===== src/hdl/bitbang_consts.vh =====
// Constants of the byte-wide bit-bang port: register offsets, mode codes, field positions, counts.
// Assumes inclusion by bare name from the port module.
`ifndef BITBANG_CONSTS_VH
`define BITBANG_CONSTS_VH
`define MODE_RESET        8'h00
`define MODE_ASYNC        8'h01
`define MODE_SYNC         8'h04
`define OFF_MODE          5'h00
`define OFF_DATA_OUT      5'h04
`define OFF_DATA_IN       5'h08
`define OFF_STATUS        5'h0c
`define OFF_BAUD          5'h10
`define MODE_CODE_LSB     0
`define MODE_CODE_MSB     7
`define MODE_MASK_LSB     8
`define MODE_MASK_MSB     15
`define BAUD_RESET        16'h0009
`define SETUP_CYCLES      1
`define STROBE_CYCLES     1
`define RESP_OKAY         2'b00
`define RESP_SLVERR       2'b10
`endif


===== src/hdl/usb_parallel_bitbang_port.v =====
// Byte-wide bit-bang port with asynchronous and synchronous variants, AXI4-Lite registers.
// Assumes one 100 MHz clock; pins come from outside and pass a three-stage synchroniser.
//
// Added by the designer: the register addresses and the AXI4-Lite register port.
`timescale 1ns/1ps
`include "bitbang_consts.vh"
module usb_parallel_bitbang_port
(
   // Clock and reset.
   input  wire        ref_clk,
   input  wire        reset,
   // AXI4-Lite write channels.
   input  wire [4:0]  s_axi_awaddr,
   input  wire        s_axi_awvalid,
   output wire        s_axi_awready,
   input  wire [31:0] s_axi_wdata,
   input  wire [3:0]  s_axi_wstrb,
   input  wire        s_axi_wvalid,
   output wire        s_axi_wready,
   output reg  [1:0]  s_axi_bresp,
   output reg         s_axi_bvalid,
   input  wire        s_axi_bready,
   // AXI4-Lite read channels.
   input  wire [4:0]  s_axi_araddr,
   input  wire        s_axi_arvalid,
   output wire        s_axi_arready,
   output reg  [31:0] s_axi_rdata,
   output reg  [1:0]  s_axi_rresp,
   output reg         s_axi_rvalid,
   input  wire        s_axi_rready,
   // Parallel pins.
   input  wire [7:0]  pin_in,
   output reg  [7:0]  pin_out,
   output wire [7:0]  pin_oe_n,
   output reg         pin_sample_strobe_n,
   output reg         pin_update_strobe_n
);
   localparam ST_IDLE   = 3'd0;
   localparam ST_SAMPLE = 3'd1;
   localparam ST_SEND   = 3'd2;
   localparam ST_DRIVE  = 3'd3;
   localparam ST_SETUP  = 3'd4;
   localparam ST_STROBE = 3'd5;

   reg  [7:0]  mode_reg;
   reg  [7:0]  dir_reg;
   reg  [15:0] baud_reg;
   reg  [15:0] baud_cnt_reg;
   reg  [7:0]  rx_data_reg;
   reg         rx_full_reg;
   reg  [7:0]  tx_data_reg;
   reg         tx_full_reg;
   reg  [7:0]  sample_reg;
   reg  [2:0]  state_reg;
   reg  [7:0]  sync1_reg;
   reg  [7:0]  sync2_reg;
   reg  [7:0]  sync3_reg;
   reg  [7:0]  pins_reg;
   reg  [7:0]  aw_addr_reg;
   reg         aw_held_reg;
   reg  [31:0] w_data_reg;
   reg  [3:0]  w_strb_reg;
   reg         w_held_reg;
   wire        baud_tick;
   wire        do_write;
   wire        do_read;
   wire        rd_data;
   wire [7:0]  mode_byte;
   wire [7:0]  waddr;

   // Pin synchroniser: a change counts once stages two and three agree.
   genvar i;
   generate
      for (i = 0; i < 8; i = i + 1)
      begin : g_pin
         always @(posedge ref_clk)
         begin
            if (reset)
            begin
               sync1_reg[i] <= 1'b0;
               sync2_reg[i] <= 1'b0;
               sync3_reg[i] <= 1'b0;
               pins_reg[i]  <= 1'b0;
            end
            else
            begin
               sync1_reg[i] <= pin_in[i];
               sync2_reg[i] <= sync1_reg[i];
               sync3_reg[i] <= sync2_reg[i];
               if (sync2_reg[i] == sync3_reg[i])
                  pins_reg[i] <= sync3_reg[i];
            end
         end
         // Active low enable; input pins stay undriven.
         assign pin_oe_n[i] = ~dir_reg[i];
      end
   endgenerate

   // AXI4-Lite write: address and data taken in either order, response after both.
   assign s_axi_awready = ~aw_held_reg & ~s_axi_bvalid;
   assign s_axi_wready  = ~w_held_reg & ~s_axi_bvalid;
   assign do_write      = aw_held_reg & w_held_reg & ~s_axi_bvalid;
   assign waddr         = aw_addr_reg;
   assign mode_byte     = w_data_reg[`MODE_CODE_MSB:`MODE_CODE_LSB];
   assign s_axi_arready = ~s_axi_rvalid;
   assign do_read       = s_axi_arvalid & ~s_axi_rvalid;
   assign rd_data       = do_read & (s_axi_araddr == `OFF_DATA_IN) & tx_full_reg;

   // Baud generator ticks once every baud_reg + 1 cycles.
   assign baud_tick = (baud_cnt_reg == 16'h0000);

   always @(posedge ref_clk)
   begin
      if (reset)
      begin
         aw_held_reg  <= 1'b0;
         aw_addr_reg  <= 8'h00;
         w_held_reg   <= 1'b0;
         w_data_reg   <= 32'h0000_0000;
         w_strb_reg   <= 4'h0;
         s_axi_bvalid <= 1'b0;
         s_axi_bresp  <= `RESP_OKAY;
         s_axi_rvalid <= 1'b0;
         s_axi_rresp  <= `RESP_OKAY;
         s_axi_rdata  <= 32'h0000_0000;
      end
      else
      begin
         if (s_axi_awvalid && s_axi_awready)
         begin
            aw_held_reg <= 1'b1;
            aw_addr_reg <= {3'b000, s_axi_awaddr};
         end
         if (s_axi_wvalid && s_axi_wready)
         begin
            w_held_reg <= 1'b1;
            w_data_reg <= s_axi_wdata;
            w_strb_reg <= s_axi_wstrb;
         end
         if (do_write)
         begin
            aw_held_reg  <= 1'b0;
            w_held_reg   <= 1'b0;
            s_axi_bvalid <= 1'b1;
            if (waddr == {3'b000, `OFF_MODE} || waddr == {3'b000, `OFF_DATA_OUT} ||
                waddr == {3'b000, `OFF_BAUD})
               s_axi_bresp <= `RESP_OKAY;
            else
               s_axi_bresp <= `RESP_SLVERR;
         end
         else if (s_axi_bvalid && s_axi_bready)
            s_axi_bvalid <= 1'b0;
         if (do_read)
         begin
            s_axi_rvalid <= 1'b1;
            s_axi_rresp  <= `RESP_OKAY;
            case (s_axi_araddr)
               `OFF_MODE:     s_axi_rdata <= {16'h0000, dir_reg, mode_reg};
               `OFF_DATA_IN:  s_axi_rdata <= {23'h000000, tx_full_reg, tx_data_reg};
               `OFF_STATUS:   s_axi_rdata <= {22'h000000, pin_update_strobe_n,
                                              pin_sample_strobe_n, pins_reg};
               `OFF_BAUD:     s_axi_rdata <= {16'h0000, baud_reg};
               default:
               begin
                  s_axi_rdata <= 32'h0000_0000;
                  s_axi_rresp <= `RESP_SLVERR;
               end
            endcase
         end
         else if (s_axi_rvalid && s_axi_rready)
            s_axi_rvalid <= 1'b0;
      end
   end

   // Port engine.
   always @(posedge ref_clk)
   begin
      if (reset || (do_write && waddr == {3'b000, `OFF_MODE} && w_strb_reg[0] &&
                    mode_byte == `MODE_RESET))
      begin
         mode_reg            <= `MODE_RESET;
         dir_reg             <= 8'h00;
         pin_out             <= 8'h00;
         rx_data_reg         <= 8'h00;
         rx_full_reg         <= 1'b0;
         tx_data_reg         <= 8'h00;
         tx_full_reg         <= 1'b0;
         sample_reg          <= 8'h00;
         state_reg           <= ST_IDLE;
         baud_cnt_reg        <= `BAUD_RESET;
         pin_sample_strobe_n <= 1'b1;
         pin_update_strobe_n <= 1'b1;
         if (reset)
            baud_reg <= `BAUD_RESET;
      end
      else
      begin
         if (do_write && waddr == {3'b000, `OFF_MODE} && w_strb_reg[0])
         begin
            mode_reg <= mode_byte;
            if (w_strb_reg[1])
               dir_reg <= w_data_reg[`MODE_MASK_MSB:`MODE_MASK_LSB];
         end
         if (do_write && waddr == {3'b000, `OFF_BAUD})
            baud_reg <= w_data_reg[15:0];
         // Device-bound fifo: one byte; writes while full are dropped.
         if (do_write && waddr == {3'b000, `OFF_DATA_OUT} && w_strb_reg[0] && !rx_full_reg)
         begin
            rx_data_reg <= w_data_reg[7:0];
            rx_full_reg <= 1'b1;
         end
         // Host-bound fifo drains on a read of the data register.
         if (rd_data)
            tx_full_reg <= 1'b0;
         baud_cnt_reg <= baud_tick ? baud_reg : baud_cnt_reg - 16'h0001;
         case (mode_reg)
            `MODE_ASYNC:
            begin
               // Output stage moves a byte only on a tick; strobes pulse one cycle.
               pin_update_strobe_n <= 1'b1;
               pin_sample_strobe_n <= 1'b1;
               if (baud_tick && rx_full_reg)
               begin
                  pin_out             <= rx_data_reg & dir_reg;
                  rx_full_reg         <= 1'b0;
                  pin_update_strobe_n <= 1'b0;
               end
               else if (baud_tick && !tx_full_reg)
               begin
                  tx_data_reg         <= pins_reg;
                  tx_full_reg         <= 1'b1;
                  pin_sample_strobe_n <= 1'b0;
               end
            end
            `MODE_SYNC:
            begin
               case (state_reg)
                  ST_IDLE:
                  begin
                     pin_update_strobe_n <= 1'b1;
                     if (rx_full_reg && !tx_full_reg)
                     begin
                        sample_reg <= pins_reg;
                        state_reg  <= ST_SAMPLE;
                     end
                  end
                  ST_SAMPLE:
                  begin
                     pin_sample_strobe_n <= 1'b1;
                     tx_data_reg         <= sample_reg;
                     tx_full_reg         <= 1'b1;
                     state_reg           <= ST_DRIVE;
                  end
                  ST_DRIVE:
                  begin
                     pin_sample_strobe_n <= 1'b0;
                     pin_out             <= rx_data_reg & dir_reg;
                     rx_full_reg         <= 1'b0;
                     state_reg           <= ST_SETUP;
                  end
                  ST_SETUP:
                  begin
                     pin_update_strobe_n <= 1'b0;
                     state_reg           <= ST_STROBE;
                  end
                  ST_STROBE:
                  begin
                     pin_update_strobe_n <= 1'b1;
                     state_reg           <= ST_IDLE;
                  end
                  default:
                     state_reg <= ST_IDLE;
               endcase
            end
            default:
            begin
               pin_sample_strobe_n <= 1'b1;
               pin_update_strobe_n <= 1'b1;
            end
         endcase
         // A setup command restarts the engine; pins turned to inputs drop their bits.
         if (do_write && waddr == {3'b000, `OFF_MODE} && w_strb_reg[0])
         begin
            state_reg <= ST_IDLE;
            if (w_strb_reg[1])
               pin_out <= pin_out & w_data_reg[`MODE_MASK_MSB:`MODE_MASK_LSB];
         end
      end
   end
endmodule // usb_parallel_bitbang_port


===== config.mk =====
export PLATFORM = sky130hd
export DESIGN_NAME = usb_parallel_bitbang_port
export DESIGN_NICKNAME = d
export VERILOG_FILES = /design/src/hdl/usb_parallel_bitbang_port.v
export VERILOG_INCLUDE_DIRS = /design/src /design/src/hdl
export SDC_FILE = /design/constraint.sdc
export NUM_CORES = 1
export LEC_CHECK = 0
export BUFFER_PORTS_ARGS = -buffer_cell sky130_fd_sc_hd__buf_4
export CELL_PAD_IN_SITES_DETAIL_PLACEMENT = 0
export CELL_PAD_IN_SITES_GLOBAL_PLACEMENT = 1
export CORE_UTILIZATION = 46
export DETAILED_ROUTE_END_ITERATION = 16
export GPL_TIMING_DRIVEN = 1
export PLACE_DENSITY_LB_ADDON = 0.1
export SETUP_SLACK_MARGIN = 0.2
export SLEW_MARGIN = 20
export SYNTH_ARGS = -nofsm -noshare
export SYNTH_HDL_FRONTEND = slang
export SYNTH_SLANG_ARGS = --single-unit

===== constraint.sdc =====
create_clock -name ref_clk -period 6.4 [get_ports ref_clk]
set_input_delay 0.32 -clock ref_clk [delete_from_list [all_inputs] [get_ports ref_clk]]
set_output_delay 0.32 -clock ref_clk [all_outputs]
set_load 0.02 [all_outputs]

==> results of run 1 <==
area by class of cell:
cell class | instances | area, sq um
Sequential cell | 164 | 3440
Multi-Input combinational cell | 506 | 3050
Clock buffer | 23 | 532
Timing Repair Buffer | 85 | 638
Clock inverter | 9 | 77.6
Fill cell | 1333 | 6480
Tap cell | 184 | 230
Inverter | 21 | 78.8
through the flow:
stage               cells  worst slack (ps)  instance area (sq um)  hold slack, ps
floorplan             748              4280                   6910             414
global placement      960              3560                   7440             422
detailed placement    960              3490                   7440             423
CTS                   992              3480                   8050            61.5
global route          992              3110                   8050            71.3
finish                992              3440                   8050            81.0
power by group through the flow:
stage	clock, W	sequential [W]	combinational (W)
3_3_place_gp	0	0.00116	0.000228
4_1_cts	0.00105	0.00114	0.000235
2_1_floorplan	0	0.00114	0.000182
5_1_grt	0.00109	0.00114	0.000261
3_5_place_dp	0	0.00116	0.000233
6_report	0.00103	0.00114	0.000233
cell usage in the layout, fill, tap and decap left out, types with 2 or more instances in the layout:
master | Yosys | layout
sky130_fd_sc_hd__buf_4 | 18 | 85
sky130_fd_sc_hd__o31ai_1 | 3 | 3
sky130_fd_sc_hd__inv_6 | 0 | 4
sky130_fd_sc_hd__nand4b_1 | 2 | 2
sky130_fd_sc_hd__nor4b_1 | 3 | 3
sky130_fd_sc_hd__clkbuf_16 | 0 | 20
sky130_fd_sc_hd__nand2_1 | 100 | 100
sky130_fd_sc_hd__or4_1 | 6 | 6
sky130_fd_sc_hd__xor2_1 | 5 | 5
sky130_fd_sc_hd__a31o_1 | 8 | 8
sky130_fd_sc_hd__nand2b_1 | 9 | 9
sky130_fd_sc_hd__nor2_1 | 70 | 70
sky130_fd_sc_hd__a21oi_1 | 53 | 53
sky130_fd_sc_hd__nor2b_1 | 35 | 35
sky130_fd_sc_hd__clkinv_4 | 0 | 2
sky130_fd_sc_hd__nor4_4 | 2 | 2
sky130_fd_sc_hd__a31oi_1 | 5 | 5
sky130_fd_sc_hd__nor4_1 | 3 | 3
sky130_fd_sc_hd__ha_1 | 2 | 2
sky130_fd_sc_hd__a211oi_1 | 18 | 18
sky130_fd_sc_hd__xnor2_1 | 3 | 3
sky130_fd_sc_hd__o21ai_1 | 10 | 10
sky130_fd_sc_hd__edfxtp_1 | 16 | 16
sky130_fd_sc_hd__and2_4 | 8 | 8
sky130_fd_sc_hd__or3_1 | 5 | 5
sky130_fd_sc_hd__nor4_2 | 3 | 3
sky130_fd_sc_hd__nor3_1 | 11 | 11
sky130_fd_sc_hd__o41ai_1 | 2 | 2
sky130_fd_sc_hd__clkbuf_8 | 0 | 2
sky130_fd_sc_hd__o21ai_0 | 27 | 27
sky130_fd_sc_hd__conb_1 | 1 | 18
sky130_fd_sc_hd__dfxtp_1 | 148 | 148
sky130_fd_sc_hd__nand3_1 | 12 | 12
sky130_fd_sc_hd__inv_1 | 21 | 21
sky130_fd_sc_hd__a221oi_1 | 9 | 9
sky130_fd_sc_hd__mux2i_1 | 45 | 45
sky130_fd_sc_hd__mux2_2 | 8 | 8
sky130_fd_sc_hd__and2_1 | 2 | 2
metal layers:
metal | GRT usage (%) | wire length (um) | vias to the layer above
li1 | - | - | 2626
met1 | 32.1 | 8050 | 2474
met2 | 32.4 | 7110 | 120
met3 | 4.17 | 623 | 18
met4 | 8.11 | 175 | 0
met5 | 0 | 0 | -
worst paths after layout:
kind,end,slack [ps],from,depth (start not counted)
max reg2reg,tx_data_reg[6],3440,baud_cnt_reg[0],7
min,s_axi_rvalid,80,s_axi_rready,2
min reg2reg,sync2_reg[6],440,sync1_reg[6],1
max,tx_data_reg[6],3440,baud_cnt_reg[0],7
Yosys cell counts (all sizes together) (2+ instances only):
| cell | count |
|---|---|
| a31oi | 5 |
| xor2 | 5 |
| nor2 | 71 |
| dfxtp | 148 |
| edfxtp | 16 |
| o21ai | 37 |
| buf | 34 |
| nor3 | 11 |
| clkbuf | 23 |
| a21oi | 53 |
| a31o | 8 |
| inv | 21 |
| nand4 | 2 |
| o41ai | 3 |
| or4 | 6 |
| nor4b | 3 |
| nor3b | 2 |
| nand4b | 2 |
| mux2i | 45 |
| or2 | 2 |
| nand2 | 100 |
| nand3 | 12 |
| or3 | 6 |
| a221oi | 9 |
| o31ai | 3 |
| nor2b | 35 |
| nor4 | 8 |
| xnor2 | 3 |
| a211oi | 19 |
| nand2b | 9 |
| and2 | 10 |
| ha | 2 |
| mux2 | 8 |
worst max-delay path: stages (launching register included):
cell and delay [ps]:
sky130_fd_sc_hd__dfxtp_1 340, sky130_fd_sc_hd__inv_1 80, sky130_fd_sc_hd__ha_1 150, sky130_fd_sc_hd__nor3b_1 300
sky130_fd_sc_hd__nand4_2 660, sky130_fd_sc_hd__o41ai_4 1060, sky130_fd_sc_hd__nand3_1 160, sky130_fd_sc_hd__o21ai_1 120
kinds of logic (layout without fill, tap and decap cells):
group	Yosys count	in the layout
flops	164	164
fa+ha+maj	2	2
compound gates	142	142
other cells	1	18
mux	53	53
buf+inv	78	138
xor+xnor	8	8
simple gates	283	283
==> flow_summary.rst, run 1 <==
.. list-table::
   :header-rows: 1

   * - Metric
     - Value
   * - Synth Area in XOR/XNOR
     - 1.02%
   * - Total power per unit cell area
     - 298 nW/um^2
   * - Static leakage
     - 3.18 nW
   * - GRT Residual Overflow
     - 0
   * - Crit path DAT
     - roughly 3300 ps
   * - Number of cells produced by synthesis
     - 731
   * - Area delta synth->final
     - 17.7%
   * - CTS HTree Levels
     - 4
   * - Critical path capture point type
     - flop
   * - Post-CTS setup buffers
     - 0
   * - DRT antenna net count
     - 0
   * - Highest clock frequency the design can meet
     - 0.338 GHz
   * - Final RePlAce weighted congestion
     - between 0.7 and 0.8
   * - Clock Sink Count
     - approximately 160
   * - Reg clk slew, reported paths
     - 70 ps
   * - Post-route fraction of the period consumed by the critical path
     - about 46%
   * - Relative contribution of sequential cells to total power
     - 47.3%
   * - Number of unique standard cell types used by synthesis
     - 56
   * - Part of the power in combinational logic
     - 9.7%
   * - Dominant combinational cell family by area after synthesis
     - simple AND/OR/NAND/NOR gates
   * - Die Outline Area
     - 15,400 sq um
   * - Synthesized flop and latch total
     - 164
   * - Placeable Area
     - 14,500 sq um
   * - Diode count
     - 0
   * - CP required
     - 6750 ps
   * - Clk network pwr share
     - a little over two fifths
   * - Final hold violations
     - 0
   * - Area share of the largest cell type after synthesis
     - 43.3%
   * - Setup-violating endpoint count in the final report
     - 0
   * - Share of the synthesized area in compound gates (AO/OA/AOI/OAI)
     - 13.4%
   * - Syn avg cell area
     - 9.36 sq um
   * - Number of input and output port buffers inserted
     - 83
   * - Critical path type
     - reg2reg
   * - Most area-hungry cell type in the Yosys netlist
     - sky130_fd_sc_hd__dfxtp_1
   * - Number of top-level pins
     - 120
   * - Sw frac
     - 25.7%
   * - Switching component of the power
     - 0.000617 W
   * - Top flip-flop cell by instance count after synthesis
     - sky130_fd_sc_hd__dfxtp_1
   * - Maximum clock skew at final layout
     - 9.53 ps
   * - Post-synthesis share of cell area spent on and, or, nand and nor gates
     - around a fifth
   * - Routed vias/inst
     - roughly 5.3
   * - Die X
     - ~120 um
   * - Routed wire length
     - 16.0 mm
   * - Clock buffers created by TritonCTS
     - 17
   * - Post-Route Utilization
     - 55.4%
   * - Number of cells upsized or downsized after cts
     - 0
   * - Overall track demand over capacity in global routing
     - about 22%
   * - Final Power
     - between 0.002 and 0.0025 W
   * - DPL Wire Length
     - 11.1 mm
   * - Average routed wire per standard cell
     - 16.1 um
   * - Post-CTS Hold Buffers
     - 0
   * - Cell Int Power
     - 0.00178 W
   * - Mux share of post-synthesis cell area
     - 7.90%
   * - Die Ht
     - 124 um
   * - Floorplan row count
     - 44
   * - Max cap viols
     - 0
   * - Number of max-slew violations in the final report
     - 0
   * - Starting Density
     - between 40% and 50%
   * - Min Tclk post-route
     - 2960 ps
   * - Detailed-routing iteration count for the pre-antenna-repair pass
     - 7
   * - Number of nets in the final layout
     - 858
   * - Skew-Pair Late Insertion Delay
     - 430 ps
   * - Adder-cell area share of the yosys netlist
     - 0.366%
   * - Share of synthesized flip-flops with an asynchronous set or reset
     - 0%
   * - Warning count from the yosys run
     - 0
   * - First-pass GRT wire length
     - ~25 mm
   * - Total negative slack
     - 0 ps
   * - Number of flops mapped to enable cells by yosys
     - 16
   * - Worst voltage drop across the vdd grid
     - between 0.0002 and 0.00025 V
   * - Vias after detailed routing
     - 5,238
   * - Kind of start point of the critical path
     - flop
   * - Status
     - finished, final reports clean
   * - Relative slew margins
     - 33.7%
   * - Register area share after synthesis
     - 50.3%
   * - Maximum clock insertion buffer count
     - 2
   * - Slew at the pin with the worst max-slew slack
     - 990 ps
   * - Ranking of synthesized cells by area
     - sky130_fd_sc_hd__dfxtp_1 43%, sky130_fd_sc_hd__edfxtp_1 7.0%, sky130_fd_sc_hd__mux2i_1 6.6%, sky130_fd_sc_hd__nand2_1 5.5%, sky130_fd_sc_hd__a21oi_1 3.9%
   * - Antenna violations before repair
     - 1
   * - TritonCTS clock tree
     - yes
   * - Hold WC Path Type
     - in2reg
   * - DRC viols
     - 0
   * - DRC violation total after the first TritonRoute iteration
     - 422
   * - RSZ-0062 raised after global routing
     - no
   * - Buffer cell driving the clock tree root
     - sky130_fd_sc_hd__clkbuf_16
   * - Area of the mapped netlist
     - 6840 sq um
   * - Vias in the first global route
     - around 4.8k
   * - Share of layout cells above drive strength 1
     - 18.3%
   * - Largest net degree at the start of global routing
     - 80
   * - Largest fanout of any net on the critical path
     - 31
Power figures use the tool's default switching activity.
==> run 2: changes to the inputs <==
ABC_AREA = 1   (was default)
CORE_UTILIZATION = 41   (was 46)
clock period = 2.9 ns   (was 6.4 ns; I/O delays follow)
==> flow_summary.rst, run 2 <==
.. list-table::
   :header-rows: 1

   * - Metric
     - Value
   * - Vias in the first global route
     - 6,024 (+26%)
   * - Post-CTS setup buffers
     - 0 (unchanged)
   * - Number of input and output port buffers inserted
     - 83 (unchanged)
   * - Post-Route Utilization
     - 51.2% (-4.2 points)
   * - Relative slew margins
     - 50.5% (+17 points)
   * - Depth of the most critical reg-to-reg path
     - 8 (+1)
   * - Detailed-routing iteration count for the pre-antenna-repair pass
     - 5 (-2)
   * - Number of flops mapped to enable cells by yosys
     - 16 (unchanged)
   * - Average routed wire per standard cell
     - 14.2 um (-12%)
   * - DRC violation total after the first TritonRoute iteration
     - 460 (+9.0%)
   * - Min Tclk post-route
     - 2080 ps (-873 ps)
   * - Most common cell in the netlist
     - sky130_fd_sc_hd__nand2_1
   * - Synth Area in XOR/XNOR
     - 0.354% (-0.67 points)
   * - Seq. cell area
     - 3440 sq um (unchanged)
   * - Status
     - finished, final reports clean
   * - Routed wire length
     - 19.4 mm (+22%)
   * - DRC viols
     - 0 (unchanged)
   * - Total negative slack
     - 0 ps (unchanged)
   * - Hold WC Path Type
     - in2reg
   * - Adder-cell area share of the yosys netlist
     - 0.337% (-0.029 points)
   * - Final hold violations
     - 0 (unchanged)
   * - Synthesized flop and latch total
     - 164 (unchanged)
   * - Register area share after synthesis
     - 46.4% (-4.0 points)
   * - Setup slack of the most critical reg-to-reg path
     - 820 ps (-2630 ps)
   * - Warning count from the yosys run
     - 0 (unchanged)
   * - Kind of start point of the critical path
     - flop
   * - Post-synthesis share of cell area spent on and, or, nand and nor gates
     - 26.5% (+5.6 points)
   * - Number of cells produced by synthesis
     - 1,029 (+41%)
   * - Slew at the pin with the worst max-slew slack
     - 739 ps (-251 ps)
   * - Total power per unit cell area
     - 627 nW/um^2 (+110%)
   * - Post-route fraction of the period consumed by the critical path
     - 71.8% (+26 points)
   * - Most common cell after layout, fill and taps aside
     - sky130_fd_sc_hd__nand2_1
   * - Setup-violating endpoint count in the final report
     - 0 (unchanged)
   * - RSZ-0062 raised after global routing
     - no
   * - Hold Startpoint
     - s_axi_awaddr[2]
   * - Syn avg cell area
     - 7.22 sq um (-23%)
   * - Worst voltage drop across the vdd grid
     - 0.000431 V (+120%)
   * - Vias after detailed routing
     - 6,587 (+26%)
   * - Die Ht
     - 137 um (+10%)
   * - Die X
     - 137 um (+10%)
   * - Largest net degree at the start of global routing
     - 44 (-45%)
   * - DPL Wire Length
     - 14.1 mm (+28%)
   * - Share of synthesized flip-flops with an asynchronous set or reset
     - 0% (unchanged)
   * - Final RePlAce weighted congestion
     - 0.893 (+14%)
   * - Antenna violations before repair
     - 0 (-1)
   * - Critical path type
     - reg2reg
   * - Share of layout cells above drive strength 1
     - 14.7% (-3.6 points)
   * - Largest fanout of any net on the critical path
     - 31 (unchanged)
   * - Area share of the largest cell type after synthesis
     - 39.9% (-3.4 points)
   * - DRT antenna net count
     - 0 (unchanged)
   * - Hold Path Stages
     - 3 (+1)
   * - Most area-hungry cell type in the Yosys netlist
     - sky130_fd_sc_hd__dfxtp_1
   * - Most frequent cells in the layout
     - 193 x sky130_fd_sc_hd__nand2_1, 150 x sky130_fd_sc_hd__nor2_1, 148 x sky130_fd_sc_hd__dfxtp_1
   * - Maximum clock insertion buffer count
     - 2 (unchanged)
   * - Area delta synth->final
     - 20.5%
   * - Post-layout worst setup margin
     - 817 ps (-2630 ps)
   * - Critical path capture point type
     - flop
   * - Standard cell area after detailed placement
     - 8200 sq um (+10%)
   * - Number of unique standard cell types used by synthesis
     - 41 (-27%)
   * - Mux share of post-synthesis cell area
     - 0% (-7.9 points)
   * - Maximum clock skew at final layout
     - 10.5 ps (+0.974 ps)
   * - Area of the multi-input gates
     - 3180 sq um (+4.2%)
   * - Crit path DAT
     - 2400 ps (-910 ps)
   * - Clock buffers created by TritonCTS
     - 17 (unchanged)
   * - Placeable Area
     - 17,500 sq um (+20%)
   * - CTS HTree Levels
     - 4 (unchanged)
   * - Number of max-slew violations in the final report
     - 0 (unchanged)
   * - Area of the mapped netlist
     - 7430 sq um (+8.5%)
   * - Ranking of synthesized cells by area
     - sky130_fd_sc_hd__dfxtp_1 40%, sky130_fd_sc_hd__nand2_1 9.8%, sky130_fd_sc_hd__nor2_1 7.6%, sky130_fd_sc_hd__inv_1 7.1%, sky130_fd_sc_hd__edfxtp_1 6.5%
   * - Final Power
     - 0.00560 W (+130%)
   * - Pre-CTS setup slack
     - 805 ps (-2680 ps)
   * - Capture instance of the worst register-to-register path
     - sample_reg[3]
   * - Top flip-flop cell by instance count after synthesis
     - sky130_fd_sc_hd__dfxtp_1
   * - TritonCTS clock tree
     - yes
   * - Routed vias/inst
     - 4.83 (-8.6%)
   * - Buffer cell driving the clock tree root
     - sky130_fd_sc_hd__clkbuf_16
   * - Max cap viols
     - 0 (unchanged)
   * - Diode count
     - 0 (unchanged)
   * - Static leakage
     - 3.97 nW (+25%)
   * - Dominant combinational cell family by area after synthesis
     - simple AND/OR/NAND/NOR gates
   * - First-pass GRT wire length
     - 31.0 mm (+23%)
   * - Worst Hold Endpoint
     - aw_addr_reg[2]
   * - Reg clk slew, reported paths
     - 60 ps (about the same)
   * - Highest clock frequency the design can meet
     - 0.480 GHz (+42%)
   * - Floorplan row count
     - 48 (+9.1%)
   * - Die Outline Area
     - 18,700 sq um (+21%)
   * - Overall track demand over capacity in global routing
     - 21.9% (-0.22 points)
   * - Number of nets in the final layout
     - 1,190 (+39%)
   * - CP required
     - 3210 ps (-3540 ps)
   * - Starting Density
     - 42.5% (-4.6 points)
   * - Number of top-level pins
     - 120 (unchanged)
   * - GRT Residual Overflow
     - 0 (unchanged)
   * - Fill count
     - 1,746 (+31%)
   * - Share of the synthesized area in compound gates (AO/OA/AOI/OAI)
     - 14.7% (+1.3 points)
   * - Area of all placed cells without fillers
     - 8940 sq um (+11%)
   * - Startpoint of the lowest-slack register-to-register path
     - aw_held_reg
   * - Clock Sink Count
     - 164 (unchanged)
   * - Top cells by instance count after synthesis
     - 193 x sky130_fd_sc_hd__nand2_1, 150 x sky130_fd_sc_hd__nor2_1, 148 x sky130_fd_sc_hd__dfxtp_1
   * - Skew-Pair Late Insertion Delay
     - 430 ps (about the same)
## run 2: what timing repair did
| action | CTS | global route |
|---|---|---|
| endpoints found under the hold margin | 19 | 0 |
| resized for setup | 0 | 0 |
| hold buffers | 19 | 0 |
## run 2: cells by family (layout without fill, tap and decap cells)
| family | count (synthesis) | after routing |
|---|---|---|
| AO/OA/AOI/OAI | 207 | 207 |
| XOR/XNOR | 3 | 3 |
| adder cells (fa/ha/maj) | 2 | 2 |
| buffers and inverters | 203 | 297 |
| flip-flops | 164 | 164 |
| other | 1 | 18 |
| AND/OR/NAND/NOR | 449 | 449 |
## run 2: cell type report
cell class,instances,share of cell area (%)
repair buffers,117,10.4
flip-flops and latches,164,38.5
multi-input cells,679,35.6
well taps,225,3.15
inverters,148,6.22
clock buffers,18,4.80
clock inverters,14,1.41
## run 2: per-layer routing
metal | wire [um] | track usage (%)
met3 | 882 | 4.11
met5 | 0 | 0
met1 | 9900 | 31.5
met4 | 252 | 6.79
met2 | 8360 | 32.8
## run 2: how the worst max path moves through the flow
stage | from | endpoint | slack, ps
floorplan | s_axi_bvalid | baud_reg[0] | 540
global placement | aw_addr_reg[0] | sample_reg[4] | 850
detailed placement | w_held_reg | sample_reg[0] | 800
CTS | aw_addr_reg[0] | sample_reg[0] | 800
global route | aw_held_reg | sample_reg[0] | 660
finish | aw_held_reg | sample_reg[3] | 820
## run 2: power breakdown
part	internal [W]	switching, W	total [W]	leakage [nW]
combinational	0.000320	0.000600	0.000921	2.33
sequential	0.00242	0.000102	0.00253	1.37
clock	0.00119	0.000966	0.00216	0.272
## run 2: stage by stage
stage / instances / hold slack [ps]
3_3_place_gp: 1314 / 344
6_report: 1365 / 8.36
5_1_grt: 1365 / 12.3
3_5_place_dp: 1314 / 351
2_1_floorplan: 1046 / 252
4_1_cts: 1365 / 2.98
## run 2: worst max-delay path, cell delays in order (launching register included)
cell,delay [ps]
sky130_fd_sc_hd__dfxtp_1,360
sky130_fd_sc_hd__nand2_1,100
sky130_fd_sc_hd__nor2_4,120
sky130_fd_sc_hd__nand2_2,120
sky130_fd_sc_hd__nor2_8,230
sky130_fd_sc_hd__nand2_4,160
sky130_fd_sc_hd__nand2_2,540
sky130_fd_sc_hd__buf_4,270
sky130_fd_sc_hd__nor2_1,50
==> run 3: changes to the inputs <==
CORE_UTILIZATION = 37   (was 41)
clock period = 1.8 ns   (was 2.9 ns; I/O delays follow)
==> flow_summary.rst, run 3 (synthesis gave the netlist of run 2 again) <==
.. list-table::
   :header-rows: 1

   * - Metric
     - Value
   * - Total power per unit cell area
     - 980 nW/um^2 (+56%)
   * - Maximum clock skew at final layout
     - 15.1 ps (+4.58 ps)
   * - Setup-violating endpoint count in the final report
     - 0 (unchanged)
   * - DRC violation total after the first TritonRoute iteration
     - 300 (-35%)
   * - Slowest CP cell
     - sky130_fd_sc_hd__dfxtp_1
   * - Reg clk slew, reported paths
     - 60 ps (about the same)
   * - Setup slack of the most critical reg-to-reg path
     - 280 ps (-540 ps)
   * - Maximum clock insertion buffer count
     - 2 (unchanged)
   * - DRC viols
     - 0 (unchanged)
   * - First-pass GRT wire length
     - 33.0 mm (+6.2%)
   * - CP required
     - 1930 ps (-1280 ps)
   * - Crit-path max cell delay
     - 320 ps (-220 ps)
   * - Hold Startpoint
     - s_axi_wdata[6]
   * - Status
     - finished, final reports clean
   * - Min Tclk post-route
     - 1520 ps (-560 ps)
   * - Highest clock frequency the design can meet
     - 0.657 GHz (+37%)
   * - Max cap viols
     - 0 (unchanged)
   * - Clock Sink Count
     - 164 (unchanged)
   * - Most frequent cells in the layout
     - 191 x sky130_fd_sc_hd__nand2_1, 145 x sky130_fd_sc_hd__nor2_1, 144 x sky130_fd_sc_hd__dfxtp_1
   * - Area of the multi-input gates
     - 3300 sq um (+3.8%)
   * - Post-route fraction of the period consumed by the critical path
     - 84.6% (+13 points)
   * - Met3 wire len
     - 672 um (-24%)
   * - Starting Density
     - 37.9% (-4.6 points)
   * - Clock buffers created by TritonCTS
     - 17 (unchanged)
   * - Number of input and output port buffers inserted
     - 83 (unchanged)
   * - CTS HTree Levels
     - 4 (unchanged)
   * - Routed wire length
     - 20.9 mm (+7.5%)
   * - Hold Path Stages
     - 3 (unchanged)
   * - Overall track demand over capacity in global routing
     - 21.1% (-0.79 points)
   * - Detail Route met2 WL
     - 8.99 mm (+7.6%)
   * - Depth of the most critical reg-to-reg path
     - 5 (-3)
   * - Count of buffering cells on the critical path with inverters included
     - 2 (+1)
   * - Largest fanout of any net on the critical path
     - 8 (-74%)
   * - Worst slack on hold paths
     - 25.2 ps (+16.8 ps)
   * - Clk network pwr share
     - 38.3% (-0.2 points)
   * - Fill count
     - 2,016 (+15%)
   * - Met1 layer wirelength in the final routing
     - 11.0 mm (+11%)
   * - Worst Hold Endpoint
     - w_data_reg[6]
   * - Share of layout cells above drive strength 1
     - 17.5% (+2.8 points)
   * - Skew-Pair Late Insertion Delay
     - 430 ps (about the same)
   * - Antenna violations before repair
     - 0 (unchanged)
   * - Average routed wire per standard cell
     - 14.5 um (+1.8%)
   * - Number of max-slew violations in the final report
     - 0 (unchanged)
   * - Number of nets in the final layout
     - 1,228 (+3.2%)
   * - Die X
     - 144 um (+5.2%)
   * - Placeable Area
     - 19,600 sq um (+12%)
   * - Most common cell after layout, fill and taps aside
     - sky130_fd_sc_hd__nand2_1
   * - Diode count
     - 0 (unchanged)
   * - Crit path DAT
     - 1660 ps (-740 ps)
   * - RSZ-0062 raised after global routing
     - yes
   * - Number of top-level pins
     - 120 (unchanged)
   * - Die Outline Area
     - 20,600 sq um (+11%)
   * - DPL Wire Length
     - 14.9 mm (+5.2%)
   * - Part of the power in combinational logic
     - 18.1% (+1.7 points)
   * - DRT antenna net count
     - 0 (unchanged)
   * - Gate family responsible for the most delay along the worst path
     - buffers and inverters
   * - Worst voltage drop across the vdd grid
     - 0.000629 V (+46%)
   * - Relative contribution of sequential cells to total power
     - 43.6% (-1.5 points)
   * - Startpoint of the lowest-slack register-to-register path
     - aw_addr_reg[0]
   * - Die Ht
     - 144 um (+5.2%)
   * - Critical path capture point type
     - flop
   * - Floorplan row count
     - 51 (+6.3%)
   * - TritonCTS clock tree
     - yes
   * - Switching component of the power
     - 0.00274 W (+64%)
   * - Cell Chain, Critical Path
     - nor2_2, nand3_4, buf_6, o31ai_4, buf_6
   * - CP dominant cell by count
     - sky130_fd_sc_hd__buf_6
   * - Capture instance of the worst register-to-register path
     - baud_reg[14]
   * - Area delta synth->final
     - 28.9%
   * - Vias in the first global route
     - 6,182 (+2.6%)
   * - Final RePlAce weighted congestion
     - 0.798 (-11%)
   * - Static leakage
     - 4.22 nW (+6.2%)
   * - Buffer cell driving the clock tree root
     - sky130_fd_sc_hd__clkbuf_16
   * - Kind of start point of the critical path
     - flop
   * - Critical path type
     - reg2reg
   * - Largest net degree at the start of global routing
     - 42 (-4.5%)
   * - Hold WC Path Type
     - in2reg
   * - Routed vias/inst
     - 4.60 (-4.6%)
   * - Sw frac
     - 29.2% (-0.57 points)
   * - Uppermost routed layer
     - met4
   * - Seq. cell area
     - 3450 sq um (+0.15%)
   * - Detailed-routing iteration count for the pre-antenna-repair pass
     - 4 (-1)
   * - Cell Int Power
     - 0.00664 W (+69%)
   * - Final hold violations
     - 0 (unchanged)
   * - Vias after detailed routing
     - 6,640 (+0.80%)
   * - GRT Residual Overflow
     - 0 (unchanged)
   * - Total negative slack
     - 0 ps (unchanged)
## run 3: cell count changes in the layout (fill, tap and decap cells not counted), moves of 3 or more
cell / change
sky130_fd_sc_hd__buf_4: +13
sky130_fd_sc_hd__dlygate4sd3_1: +12
sky130_fd_sc_hd__buf_12: +5
sky130_fd_sc_hd__buf_6: +5
sky130_fd_sc_hd__nor2_1: -5
sky130_fd_sc_hd__clkinv_2: -4
sky130_fd_sc_hd__dfxtp_1: -4
sky130_fd_sc_hd__dfxtp_2: +4
sky130_fd_sc_hd__nor2_4: +4
sky130_fd_sc_hd__clkbuf_16: +3
## run 3: per-stage QoR
step | std cells | total power (W) | setup slack [ps] | instance area [sq um] | utilization (%)
2_1_floorplan | 1046 | 0.00522 | 205 | 7500 | -
5_1_grt | 1442 | 0.00983 | 176 | 9570 | 48.9
4_1_cts | 1433 | 0.00936 | 194 | 9360 | 47.8
3_5_place_dp | 1369 | 0.00567 | 122 | 8430 | 43.0
3_3_place_gp | 1369 | 0.00567 | 160 | 8430 | 43.0
6_report | 1442 | 0.00938 | 277 | 9570 | 48.9
## run 3: worst max path at each step
stage | startpoint | to | slack (ps) | cells past startpoint
final | aw_addr_reg[0] | baud_reg[14] | 280 | 5
after global routing | w_held_reg | pin_out[4] | 180 | 9
after CTS | w_data_reg[6] | baud_reg[2] | 190 | 7
after detailed placement | aw_addr_reg[0] | baud_reg[2] | 120 | 7
after global placement | aw_addr_reg[0] | baud_cnt_reg[12] | 160 | 9
after floorplan | s_axi_bvalid | baud_reg[0] | 210 | 3
## run 3: power by group through the flow
stage / combinational (W) / sequential (W) / clock [W]
after floorplan: 0.00110 / 0.00412 / 0
after global routing: 0.00190 / 0.00412 / 0.00382
after detailed placement: 0.00151 / 0.00415 / 0
after global placement: 0.00152 / 0.00415 / 0
after CTS: 0.00160 / 0.00408 / 0.00367
final: 0.00170 / 0.00409 / 0.00359
## run 3: layout make-up
cell class | instances | share of cell area [%]
flip-flops and latches | 164 | 36.0
clock buffers | 22 | 5.07
well taps | 265 | 3.46
repair buffers | 154 | 14.1
clock inverters | 9 | 0.967
multi-input cells | 680 | 34.5
inverters | 148 | 5.86
## run 3: timing repair
item / CTS / global route
setup buffers: 1 / 6
cloned: 1 / 3
endpoints found under the setup margin: 35 / 78
pin swaps: 3 / 9
hold buffers: 31 / 0
resized for setup: 6 / 31
endpoints found under the hold margin: 31 / 0
## run 3: worst register-to-register path: cells and delay by family, from the launching register on
| family | cells | cell delay [ps] |
|---|---|---|
| AO/OA/AOI/OAI | 1 | 280 |
| AND/OR/NAND/NOR | 2 | 300 |
| flip-flops | 1 | 320 |
| buffers and inverters | 2 | 340 |
## run 3: routing by layer
layer / global-route usage [%] / vias to the layer above
met5: 0 / -
met4: 6.77 / 0
met3: 3.33 / 16
met2: 31.8 / 120
met1: 30.5 / 2969
li1: - / 3535
